## config.mk

```make
export PLATFORM = sky130hd
export DESIGN_NAME = pad_function_and_pull_control
export DESIGN_NICKNAME = d
export VERILOG_FILES = /design/src/logic/pad_mux_pkg.sv /design/src/logic/pad_pull_if.sv /design/src/logic/pad_pull_regs.sv /design/src/logic/pad_function_and_pull_control.sv
export SDC_FILE = /design/constraint.sdc
export NUM_CORES = 1
export LEC_CHECK = 0
export BUFFER_PORTS_ARGS = -buffer_cell sky130_fd_sc_hd__buf_2
export CORE_UTILIZATION = 47
export DETAILED_ROUTE_END_ITERATION = 12
export GPL_ROUTABILITY_DRIVEN = 1
export GPL_TIMING_DRIVEN = 0
export PLACE_DENSITY = 0.89
export SETUP_SLACK_MARGIN = 0.1
export SLEW_MARGIN = 20
export SYNTH_ARGS = -nofsm -noshare
export SYNTH_HDL_FRONTEND = slang
export SYNTH_SLANG_ARGS = --single-unit
export TNS_END_PERCENT = 30
```

## constraint.sdc

```tcl
create_clock -name clock -period 3.5 [get_ports clock]
set_clock_uncertainty 0.05 [all_clocks]
set_input_delay 0.175 -clock clock [delete_from_list [all_inputs] [get_ports clock]]
set_output_delay 0.175 -clock clock [all_outputs]
set_load 0.05 [all_outputs]
```

## src/logic/pad_mux_pkg.sv

```systemverilog
// package: constants and types for the pad function and pull control block
package pad_mux_pkg;

  // pad indices for the per-pad pull controls
  localparam int unsigned PAD_COUNT = 10;
  localparam int unsigned PAD_HOST_DOUT = 0;
  localparam int unsigned PAD_SEC_DIN = 1;
  localparam int unsigned PAD_SEC_CLOCK = 2;
  localparam int unsigned PAD_FIRST_IRQ = 3;
  localparam int unsigned PAD_RESERVED = 4;
  localparam int unsigned PAD_SECOND_IRQ = 5;
  localparam int unsigned PAD_SEC_SELECT = 6;
  localparam int unsigned PAD_SEC_DOUT = 7;
  localparam int unsigned PAD_HOST_SELECT = 8;
  localparam int unsigned PAD_HOST_CLOCK = 9;

  // field position of the enable and direction bits in each pad control
  localparam int unsigned PULL_BIT = 0;

  // pull direction encodings
  localparam logic PULL_DOWN = 1'b0;
  localparam logic PULL_UP = 1'b1;

  // reset defaults: all pulls on and up except the first interrupt pad
  localparam logic [9:0] PULL_EN_RESET = 10'h3f7;
  localparam logic [9:0] PULL_DIR_RESET = 10'h3ff;

  // slave address: six fixed upper bits, low bit from the address-select pad
  localparam logic [5:0] SLAVE_ADDR_UPPER = 6'h34;

  typedef enum logic [1:0] {
    SCEN_SINGLE = 2'b00,
    SCEN_STAB_SPI = 2'b01,
    SCEN_I2C_MASTER = 2'b10
  } scenario_t;

  typedef enum logic [1:0] {
    HOST_I2C = 2'b00,
    HOST_I3C = 2'b01,
    HOST_SPI3 = 2'b10,
    HOST_SPI4 = 2'b11
  } host_proto_t;

  typedef enum logic [1:0] {
    IRQ2_OUT = 2'b00,
    IRQ2_FRAME_SYNC_IN = 2'b01,
    IRQ2_EXTERNAL_CLOCK_IN = 2'b10
  } irq2_role_t;

  // secondary port default after reset: enabled, three-wire serial
  localparam scenario_t SCEN_RESET = SCEN_STAB_SPI;
  localparam logic SEC_THREE_WIRE_RESET = 1'b1;

endpackage : pad_mux_pkg

```

## src/logic/pad_pull_if.sv

```systemverilog
// interface: pull controls passed between the mux and the pull register module
interface pad_pull_if #(parameter int unsigned N = 10);
  logic [N-1:0] wr_en;
  logic [N-1:0] wr_dir;
  logic [N-1:0] wr_data_en;
  logic [N-1:0] wr_data_dir;
  logic [N-1:0] pull_en;
  logic [N-1:0] pull_dir;
  modport owner (input wr_en, input wr_dir, input wr_data_en, input wr_data_dir,
                 output pull_en, output pull_dir);
  modport user (output wr_en, output wr_dir, output wr_data_en, output wr_data_dir,
                input pull_en, input pull_dir);
endinterface : pad_pull_if

```

## src/logic/pad_pull_regs.sv

```systemverilog
// module: per-pad pull enable and pull direction flip-flops
module pad_pull_regs
  import pad_mux_pkg::*;
#(
  parameter int unsigned N = PAD_COUNT,
  parameter logic [N-1:0] EN_RESET = PULL_EN_RESET,
  parameter logic [N-1:0] DIR_RESET = PULL_DIR_RESET
) (
  // clock and reset
  input wire logic clock,
  input wire logic rst_b,
  // pull control bundle
  pad_pull_if.owner pulls
);

  logic [N-1:0] pull_en;
  logic [N-1:0] pull_dir;

  // each bit is written independently when its strobe is high
  always_ff @(posedge clock or negedge rst_b) begin
    if (!rst_b) begin
      pull_en <= EN_RESET;
      pull_dir <= DIR_RESET;
    end else begin
      pull_en <= (pulls.wr_data_en & pulls.wr_en) | (pull_en & ~pulls.wr_en);
      pull_dir <= (pulls.wr_data_dir & pulls.wr_dir) | (pull_dir & ~pulls.wr_dir);
    end
  end

  assign pulls.pull_en = pull_en;
  assign pulls.pull_dir = pull_dir;

endmodule : pad_pull_regs

```

## src/logic/pad_function_and_pull_control.sv

```systemverilog
// module: pad function multiplexing and pull control for the serial pins
// Summary of operation
// - pull-enable bit: 0 off, 1 on
// - pull-direction bit: 0 down, 1 up
// - reset: pulls enabled and up, except first interrupt
// - reset: first interrupt pad pull disabled
// - host data-out pad: SPI output or address bit
// - host clock and data pads follow host protocol
// - secondary data pad role follows scenario
// - secondary clock pad: SPI slave or I2C master
// - secondary select used only in stabilisation scenario
// - secondary data-out drives only in stabilisation scenario
// - first interrupt push-pull or open-drain
// - combined mode merges all interrupts onto first
// - second interrupt pad: output, frame sync, clock
// - second interrupt carries secondary interrupt when enabled
// - slave address 1101000 or 1101001 by select pad
// - secondary enabled, three-wire by default; override kept apart
module pad_function_and_pull_control
  import pad_mux_pkg::*;
#(
  parameter int unsigned N = PAD_COUNT
) (
  // clock and reset
  input wire logic clock,
  input wire logic rst_b,
  // pull control writes from the host register path
  input wire logic [N-1:0] pull_en_write,
  input wire logic [N-1:0] pull_dir_write,
  input wire logic [N-1:0] pull_en_value,
  input wire logic [N-1:0] pull_dir_value,
  // secondary port override written by the host
  input wire logic override_write,
  input wire logic [1:0] override_scenario,
  input wire logic override_three_wire,
  // host protocol and interrupt configuration
  input wire logic [1:0] host_protocol,
  input wire logic first_irq_open_drain,
  input wire logic second_irq_open_drain,
  input wire logic irq_combined,
  input wire logic [1:0] second_irq_role,
  // internal function side
  input wire logic host_spi_out_data,
  input wire logic host_spi_out_en,
  input wire logic host_sda_low,
  input wire logic host_three_wire_out,
  input wire logic host_three_wire_oe,
  input wire logic secondary_spi_out_data,
  input wire logic secondary_spi_out_en,
  input wire logic secondary_three_wire_out,
  input wire logic secondary_three_wire_oe,
  input wire logic i2c_master_data_low,
  input wire logic i2c_master_clock_low,
  input wire logic host_irq1,
  input wire logic host_irq2,
  input wire logic secondary_irq,
  // pad inputs
  input wire logic host_serial_out_in,
  input wire logic host_bus_clock_in,
  input wire logic host_bus_data_in,
  input wire logic host_chip_select_in,
  input wire logic secondary_data_in,
  input wire logic secondary_clock_in,
  input wire logic secondary_chip_select_in,
  input wire logic second_irq_pad_in,
  // pad outputs and enables
  output logic host_serial_out,
  output logic host_serial_out_oe,
  output logic host_bus_data_out,
  output logic host_bus_data_oe,
  output logic secondary_data_out,
  output logic secondary_data_oe,
  output logic secondary_clock_out,
  output logic secondary_clock_oe,
  output logic secondary_serial_out,
  output logic secondary_serial_out_oe,
  output logic first_irq_out,
  output logic first_irq_oe,
  output logic second_irq_out,
  output logic second_irq_oe,
  // recovered inputs to the internal function side
  output logic [6:0] slave_address,
  output logic host_clock_to_core,
  output logic host_data_to_core,
  output logic host_select_to_core,
  output logic secondary_data_to_core,
  output logic secondary_clock_to_core,
  output logic secondary_select_to_core,
  output logic frame_sync_in,
  output logic external_clock_in,
  // pad pull controls and status
  output logic [N-1:0] pull_en,
  output logic [N-1:0] pull_dir,
  output logic [1:0] interface_scenario_indicator,
  output logic [1:0] active_scenario,
  output logic secondary_three_wire
);

  pad_pull_if #(.N(N)) pulls ();

  assign pulls.wr_en = pull_en_write;
  assign pulls.wr_dir = pull_dir_write;
  assign pulls.wr_data_en = pull_en_value;
  assign pulls.wr_data_dir = pull_dir_value;

  pad_pull_regs #(.N(N)) u_pull_regs (
    .clock(clock),
    .rst_b(rst_b),
    .pulls(pulls)
  );

  // scenario: override state held apart from the read-only indicator
  scenario_t scen;
  logic three_wire;
  logic [1:0] next_scen_bits;

  assign next_scen_bits = override_write ? override_scenario : scen;

  always_ff @(posedge clock or negedge rst_b) begin
    if (!rst_b) begin
      scen <= SCEN_RESET;
      three_wire <= SEC_THREE_WIRE_RESET;
    end else begin
      scen <= (next_scen_bits == 2'h3) ? scen : scenario_t'(next_scen_bits);
      three_wire <= override_write ? override_three_wire : three_wire;
    end
  end

  // role decode
  wire stab = (scen == SCEN_STAB_SPI);
  wire i2cm = (scen == SCEN_I2C_MASTER);
  wire sec_enabled = stab | i2cm;
  wire host_is_spi4 = (host_protocol == HOST_SPI4);
  wire host_is_spi3 = (host_protocol == HOST_SPI3);
  wire host_is_bus = (host_protocol == HOST_I2C) || (host_protocol == HOST_I3C);
  wire irq2_is_out = (second_irq_role == IRQ2_OUT);

  // next pad values; each drives only when its role is an output
  wire next_hso = host_spi_out_data;
  wire next_hso_oe = host_is_spi4 & host_spi_out_en;
  wire next_hbd = host_is_spi3 ? host_three_wire_out : 1'b0;
  wire next_hbd_oe = host_is_spi3 ? host_three_wire_oe : (host_is_bus & host_sda_low);
  wire next_sd = (stab & three_wire) ? secondary_three_wire_out : 1'b0;
  wire next_sd_oe = stab ? (three_wire & secondary_three_wire_oe) : (i2cm & i2c_master_data_low);
  wire next_sc_oe = i2cm & i2c_master_clock_low;
  wire next_sso_oe = stab & ~three_wire & secondary_spi_out_en;

  // interrupt routing
  wire irq1_level = irq_combined ? (host_irq1 | host_irq2 | secondary_irq) : host_irq1;
  wire irq2_src = sec_enabled ? secondary_irq : host_irq2;
  wire irq2_level = irq_combined ? 1'b0 : irq2_src;
  wire next_irq1_oe = first_irq_open_drain ? irq1_level : 1'b1;
  wire next_irq1 = first_irq_open_drain ? 1'b0 : irq1_level;
  wire next_irq2_oe = irq2_is_out & (second_irq_open_drain ? irq2_level : 1'b1);
  wire next_irq2 = second_irq_open_drain ? 1'b0 : irq2_level;

  // host data-out pad
  always_ff @(posedge clock or negedge rst_b) begin
    if (!rst_b) begin
      host_serial_out <= 1'b0;
      host_serial_out_oe <= 1'b0;
    end else begin
      host_serial_out <= next_hso;
      host_serial_out_oe <= next_hso_oe;
    end
  end

  // host data pad
  always_ff @(posedge clock or negedge rst_b) begin
    if (!rst_b) begin
      host_bus_data_out <= 1'b0;
      host_bus_data_oe <= 1'b0;
    end else begin
      host_bus_data_out <= next_hbd;
      host_bus_data_oe <= next_hbd_oe;
    end
  end

  // secondary data pad
  always_ff @(posedge clock or negedge rst_b) begin
    if (!rst_b) begin
      secondary_data_out <= 1'b0;
      secondary_data_oe <= 1'b0;
    end else begin
      secondary_data_out <= next_sd;
      secondary_data_oe <= next_sd_oe;
    end
  end

  // secondary clock pad; the master clock only ever pulls low
  always_ff @(posedge clock or negedge rst_b) begin
    if (!rst_b) begin
      secondary_clock_out <= 1'b0;
      secondary_clock_oe <= 1'b0;
    end else begin
      secondary_clock_out <= 1'b0;
      secondary_clock_oe <= next_sc_oe;
    end
  end

  // secondary data-out pad
  always_ff @(posedge clock or negedge rst_b) begin
    if (!rst_b) begin
      secondary_serial_out <= 1'b0;
      secondary_serial_out_oe <= 1'b0;
    end else begin
      secondary_serial_out <= stab ? secondary_spi_out_data : 1'b0;
      secondary_serial_out_oe <= next_sso_oe;
    end
  end

  // first interrupt pad
  always_ff @(posedge clock or negedge rst_b) begin
    if (!rst_b) begin
      first_irq_out <= 1'b0;
      first_irq_oe <= 1'b0;
    end else begin
      first_irq_out <= next_irq1;
      first_irq_oe <= next_irq1_oe;
    end
  end

  // second interrupt pad
  always_ff @(posedge clock or negedge rst_b) begin
    if (!rst_b) begin
      second_irq_out <= 1'b0;
      second_irq_oe <= 1'b0;
    end else begin
      second_irq_out <= next_irq2;
      second_irq_oe <= next_irq2_oe;
    end
  end

  // address strap: upper bits fixed, low bit from the host data-out pad
  always_ff @(posedge clock or negedge rst_b) begin
    if (!rst_b) begin
      slave_address <= 7'h00;
    end else begin
      slave_address <= {SLAVE_ADDR_UPPER, host_serial_out_in};
    end
  end

  // host pads toward the core
  always_ff @(posedge clock or negedge rst_b) begin
    if (!rst_b) begin
      host_clock_to_core <= 1'b0;
      host_data_to_core <= 1'b0;
      host_select_to_core <= 1'b1;
    end else begin
      host_clock_to_core <= host_bus_clock_in;
      host_data_to_core <= host_bus_data_in;
      host_select_to_core <= host_chip_select_in;
    end
  end

  // secondary pads toward the core; idle levels while the port is off
  always_ff @(posedge clock or negedge rst_b) begin
    if (!rst_b) begin
      secondary_data_to_core <= 1'b0;
      secondary_clock_to_core <= 1'b0;
      secondary_select_to_core <= 1'b1;
    end else begin
      secondary_data_to_core <= sec_enabled ? secondary_data_in : 1'b0;
      secondary_clock_to_core <= sec_enabled ? secondary_clock_in : 1'b0;
      secondary_select_to_core <= stab ? secondary_chip_select_in : 1'b1;
    end
  end

  // second interrupt pad used as an input
  always_ff @(posedge clock or negedge rst_b) begin
    if (!rst_b) begin
      frame_sync_in <= 1'b0;
      external_clock_in <= 1'b0;
    end else begin
      frame_sync_in <= (second_irq_role == IRQ2_FRAME_SYNC_IN) & second_irq_pad_in;
      external_clock_in <= (second_irq_role == IRQ2_EXTERNAL_CLOCK_IN) & second_irq_pad_in;
    end
  end

  // pull bit mirror
  always_ff @(posedge clock or negedge rst_b) begin
    if (!rst_b) begin
      pull_en <= PULL_EN_RESET;
      pull_dir <= PULL_DIR_RESET;
    end else begin
      pull_en <= pulls.pull_en;
      pull_dir <= pulls.pull_dir;
    end
  end

  // status; indicator shows the reset scenario and never the override
  always_ff @(posedge clock or negedge rst_b) begin
    if (!rst_b) begin
      interface_scenario_indicator <= SCEN_RESET;
      active_scenario <= SCEN_RESET;
      secondary_three_wire <= SEC_THREE_WIRE_RESET;
    end else begin
      interface_scenario_indicator <= SCEN_RESET;
      active_scenario <= scen;
      secondary_three_wire <= three_wire;
    end
  end

endmodule : pad_function_and_pull_control

```

* Word-level counts from Yosys, hierarchy flattened
Cells that the tools add are included.
** Storage, ports and cells
- Bits in latches :: 0
- Flip-flop bits (word level) :: 69
- Bits in read-only memories :: 0
- Memories kept :: 0
- Bits in writable memories :: 0
- Word-level logic and storage cells :: 80
** Cells by class
- Shift-type cells :: 0
- Reduce and logical (&&, ||, !) cells :: 3
- Eq/ne operators :: 8
- Divide/modulo/power cells :: 0
- Magnitude comparators :: 0
- Add/sub/neg operators :: 0
- Mux-type cells :: 16
- Bitwise operators :: 23
- Multiply operators :: 0
** Operators with widths (number)
- $and A10 B10 Y10 :: 4
- $not A10 Y10 :: 2
- $or A10 B10 Y10 :: 2
- $mux W1 :: 15
- $and A1 B1 Y1 :: 11
- $eq A2 B2 Y1 const B :: 5
- $eq A2 B1 Y1 const B :: 3
- $logic_not A2 Y1 :: 2
- $or A1 B1 Y1 :: 3
- $mux W2 :: 1
- $logic_or A1 B1 Y1 :: 1
- $not A1 Y1 :: 1

* Logic depth before layout (Yosys ltp)
- Word-level depth :: 6
- Mapped depth :: 4
- Depth with buffers taken out :: 4

* Hierarchy
Synthesis repeated with hierarchy kept, for this count alone.
** Unflattened totals
- Cells, all modules :: 135
- Area total of the unflattened synthesis :: 2373.5 um2
** Modules (own cells, without submodules)
- pad_function_and_pull_control :: instances 1, area each 1549.0 um2, cells each 95
- pad_pull_regs :: instances 1, area each 824.5 um2, cells each 40

* Least setup slack after synthesis
Ideal clock, no wire load.
- Path type :: reg-to-reg
- Start point :: reg scen[0]
- End point :: reg second_irq_oe
- Setup time :: 0.133 ns
- Arrival :: 1.187 ns
- Path buffers :: 0
- Cell stages (with the launch flop) :: 5
- Slack :: 2.131 ns
- Cells stage by stage :: dfstp_2 inv_1 ha_1 mux2i_1 o32ai_1
** Between the ends
- Word-level cells in the longest chain between the ends :: 6
- Elaborated cells between the ends (all ways) :: 7
** Ends and longest elaborated chain
- start, declared :: line pad_function_and_pull_control.sv:113 : scenario_t scen;
- start signal, assigned :: line pad_function_and_pull_control.sv:124 : scen <= (next_scen_bits == 2'h3) ? scen : scenario_t'(next_scen_bits);
- $eq A2 B1 Y1 or $eq A2 B2 Y1 (tied branches) :: line pad_function_and_pull_control.sv:130, pad_function_and_pull_control.sv:131
- $or A1 B1 Y1 (*) :: line pad_function_and_pull_control.sv:132 : wire sec_enabled = stab | i2cm;
- $mux W1 (*) :: line pad_function_and_pull_control.sv:150 : wire irq2_src = sec_enabled ? secondary_irq : host_irq2;
- $mux W1 (*) :: line pad_function_and_pull_control.sv:151 : wire irq2_level = irq_combined ? 1'b0 : irq2_src;
- $mux W1 (*) :: line pad_function_and_pull_control.sv:154 : wire next_irq2_oe = irq2_is_out & (second_irq_open_drain ? irq2_level : 1'b1);
- $and A1 B1 Y1 (*) :: line pad_function_and_pull_control.sv:154
- via next_irq2_oe :: line pad_function_and_pull_control.sv:154
- end signal, assigned :: line pad_function_and_pull_control.sv:230 : second_irq_oe <= next_irq2_oe;
- end, declared :: line pad_function_and_pull_control.sv:80 : output logic second_irq_oe,
The timed path passes the listed nets; every way through them passes the cells marked *.
A chain may end at the register's enable or synchronous reset.

* Worst setup path in the final report
- Start point :: reg scen[0]
- End point :: reg second_irq_out
** Between the ends
- Word-level cells in the longest chain between the ends :: 5
- Elaborated cells between the ends (all ways) :: 6
** Ends and longest elaborated chain
- $eq A2 B1 Y1 or $eq A2 B2 Y1 (tied branches) :: line pad_function_and_pull_control.sv:130, pad_function_and_pull_control.sv:131
- $or A1 B1 Y1 (*) :: line pad_function_and_pull_control.sv:132
- $mux W1 (*) :: line pad_function_and_pull_control.sv:150
- $mux W1 (*) :: line pad_function_and_pull_control.sv:151
- $mux W1 (*) :: line pad_function_and_pull_control.sv:155 : wire next_irq2 = second_irq_open_drain ? 1'b0 : irq2_level;
- via next_irq2 :: line pad_function_and_pull_control.sv:155
- end signal, assigned :: line pad_function_and_pull_control.sv:229 : second_irq_out <= next_irq2;
- end, declared :: line pad_function_and_pull_control.sv:79 : output logic second_irq_out,
Marks and branches as above.

==> impl_metrics.yaml <==
layout:
  fin_nets: 363
  filler_cell_count: 329
  fin_cells: 358
  postLayoutCoreUtil_pct: 70.8
  antenna_cells: 0
  drive_gt1_share_pct: 71.1
  final_area_um2: 3340
  syn2layout_area_growth_pct: 45.4
worst_setup_path:
  timing_worst_setup_path_type: "reg2reg"
  worstPathMaxFanout: 4
  cp.arrival_ns: 2.13
  start_kind: "flip-flop"
  cp.required_ns: 3.65
  endpoint_kind: "flip-flop"
sta:
  setup_ws_ns: 1.52
  fin_crit_sh_pct: 56.5
  final.min_clock_period_ns: 1.98
  setup_tns_ns: 0
  clock.fmax_ghz: 0.506
  finalSetupViolations: 0
  slew_headroom_pct: 47.3
  worst_pin_slew_ns: 0.791
  worst_hold_slack_ns: 0.0224
  rsz0062_at_grt: "no"
  finalMaxSlewViolations: 0
  hold_violations: 0
route:
  drt_iter0_drc: 72
  drt-pass1-iter-count: 4
  wl_per_cell_um: 13.3
  route.detailed.drc: 0
  finalWirelength_mm: 4.76
  vias_per_cell: 4.42
  via_count: 1581
  postRouteAntennaNets: 0
pwr:
  fin_total_pwr_mw: 1.91
  power.leakage_nw: 1.69
  power_per_cell_area_nw_per_um2: 570
  ir_worst_vdd_mv: 0.460
clocking:
  cts_tree: "built"
  cts_buffers: 9
  cts_root_buf: "clkbuf_8"
  post-cts-setup-buffers: 0
  cts_sinks: 69
  insertion_delay_ns: 0.32
  clock_path_buffers: 2
  path_clk_slew_ns: 0.06
  htree_num_levels: 3
global_routing:
  grt-ovfl-total: 0
  grt.total_usage_pct: 19.6
  grt_max_degree: 70
  antenna_found_initial: 0
  grt_pass1_wl_mm: 7.30
  grt_pass1_vias: 1596
place:
  hpwl_mm: 3.19
  place.gp.congestion: 0.764
  port_buffers: 122
  dp_slack_ns: 2.02
  placed_cell_area_um2: 3020
  place_inst: 328
synthesis:
  ys_warn_count: 0
  synth_seq_cells: 69
  seq_area_frac_synth_pct: 77.5
  synth_area_leader_cell: "dfstp_2"
  synth_commonest_cells: "dfstp_2 (44), dfrtp_1 (25), mux2_2 (21)"
  syn_area_um2: 2300
  synthTopCellsByArea: "dfstp_2 (50%), dfrtp_1 (27%), mux2_2 (10%), buf_4 (2.6%), and3b_1 (1.1%)"
  syn_inst: 134
  synthArstFlopShare_pct: 100
  post-synth-top-count-cell: "dfstp_2"
  synth_top_area_share_pct: 50.3
  synth.distinct_cells: 23
  synth-edff-count: 0
  synth_flop_cell: "dfstp_2"
  avgSynthCellArea_um2: 17.2
job:
  maxCapViolations: 0
floorplan:
  io_pins: 129
  start_util_pct: 48.7
  rows: 25
  die_area_um2: 5180
  coreArea_um2: 4720
  die-width_um: 72.0
  fp.dieH_um: 72.0
min_path:
  min_path_type: "in2reg"
outcome:
  status: "finished, final reports clean"
[power by group]
part | switching (mW) | internal [mW] | leakage (nW)
Sequential | 0.0288 | 0.906 | 0.777
Combinational | 0.251 | 0.111 | 0.815
Clock | 0.261 | 0.349 | 0.0947
Total | 0.540 | 1.37 | 1.69
[cell type report]
type | count | area (um2) | share of cell area, %
inverter | 4 | 15.0 | 0.449
multi-input combinational | 58 | 462 | 13.8
clock buffer | 14 | 153 | 4.57
timing repair buffer | 136 | 753 | 22.5
tap | 67 | 83.8 | 2.51
buffer | 8 | 60.1 | 1.80
sequential | 69 | 1780 | 53.3
clock inverter | 2 | 35.0 | 1.05
[worst max-delay path, stage by stage, from the launching register on]
cell	delay [ns]
dfstp_2	0.55
inv_1	0.05
ha_1	0.34
mux2i_1	0.25
nor3_1	0.07
dlygate4sd3_1	0.55
[repair_timing]
action                    4_1_cts  5_1_grt
hold endpoints to repair       38        0
hold buffers                   14        0
gates resized for setup         0        0
[per-layer routing]
metal	up-vias	global-route usage (%)	wire length, um
met1	744	19.7	1710
met4	0	9.59	105
met3	10	7.36	389
met5	-	0	0
li1	732	-	-
met2	95	35.7	2550
[cells by family (layout without fill, tap and decap cells)]
family                     Yosys count  after routing  share of synthesized area (%)
DFF                                 69             69                           77.5
muxes                               22             22                           10.7
and+or+nand+nor                     20             20                           5.33
buffers and inverters               12            164                           3.26
AOI/OAI and AO/OA                    7              7                           1.80
adders and majority gates            2              2                           1.09
other                                2              7                          0.327
[layout by cell type (no fill, tap or decap)]
cell,synthesis,routed
a21oi_1,2,2
o32ai_1,1,1
nand2_1,2,2
dfrtp_1,25,25
inv_1,4,4
mux2i_1,1,1
or3_1,1,1
nand3b_1,1,1
nand3_1,2,2
o21ai_0,3,3
and2_1,2,2
dfstp_2,44,44
conb_1,2,7
buf_4,8,9
ha_1,2,2
clkinv_2,0,1
nor2b_1,3,3
bufinv_16,0,1
dlygate4sd3_1,0,14
nor2_1,1,1
nor3_1,1,1
and3_1,2,2
o21a_1,1,1
nand2b_1,2,2
clkbuf_8,0,10
and3b_1,3,3
mux2_2,21,21
clkbuf_1,0,4
buf_2,0,121
[final timing paths]
path | start | to | slack [ns] | cells past startpoint
max | scen[0] | second_irq_out | 1.52 | 5
min | secondary_data_in | secondary_data_to_core | 0.02 | 2
max reg2reg | scen[0] | second_irq_out | 1.52 | 5
min reg2reg | flip-flop | pull_dir[5] | 0.31 | 0
max in group asynchronous | rst_b | active_scenario[1] | 2.45 | 2
min in group asynchronous | rst_b | pull_en[3] | 0.44 | 2
Note: power is estimated with default switching activity, not from simulation.
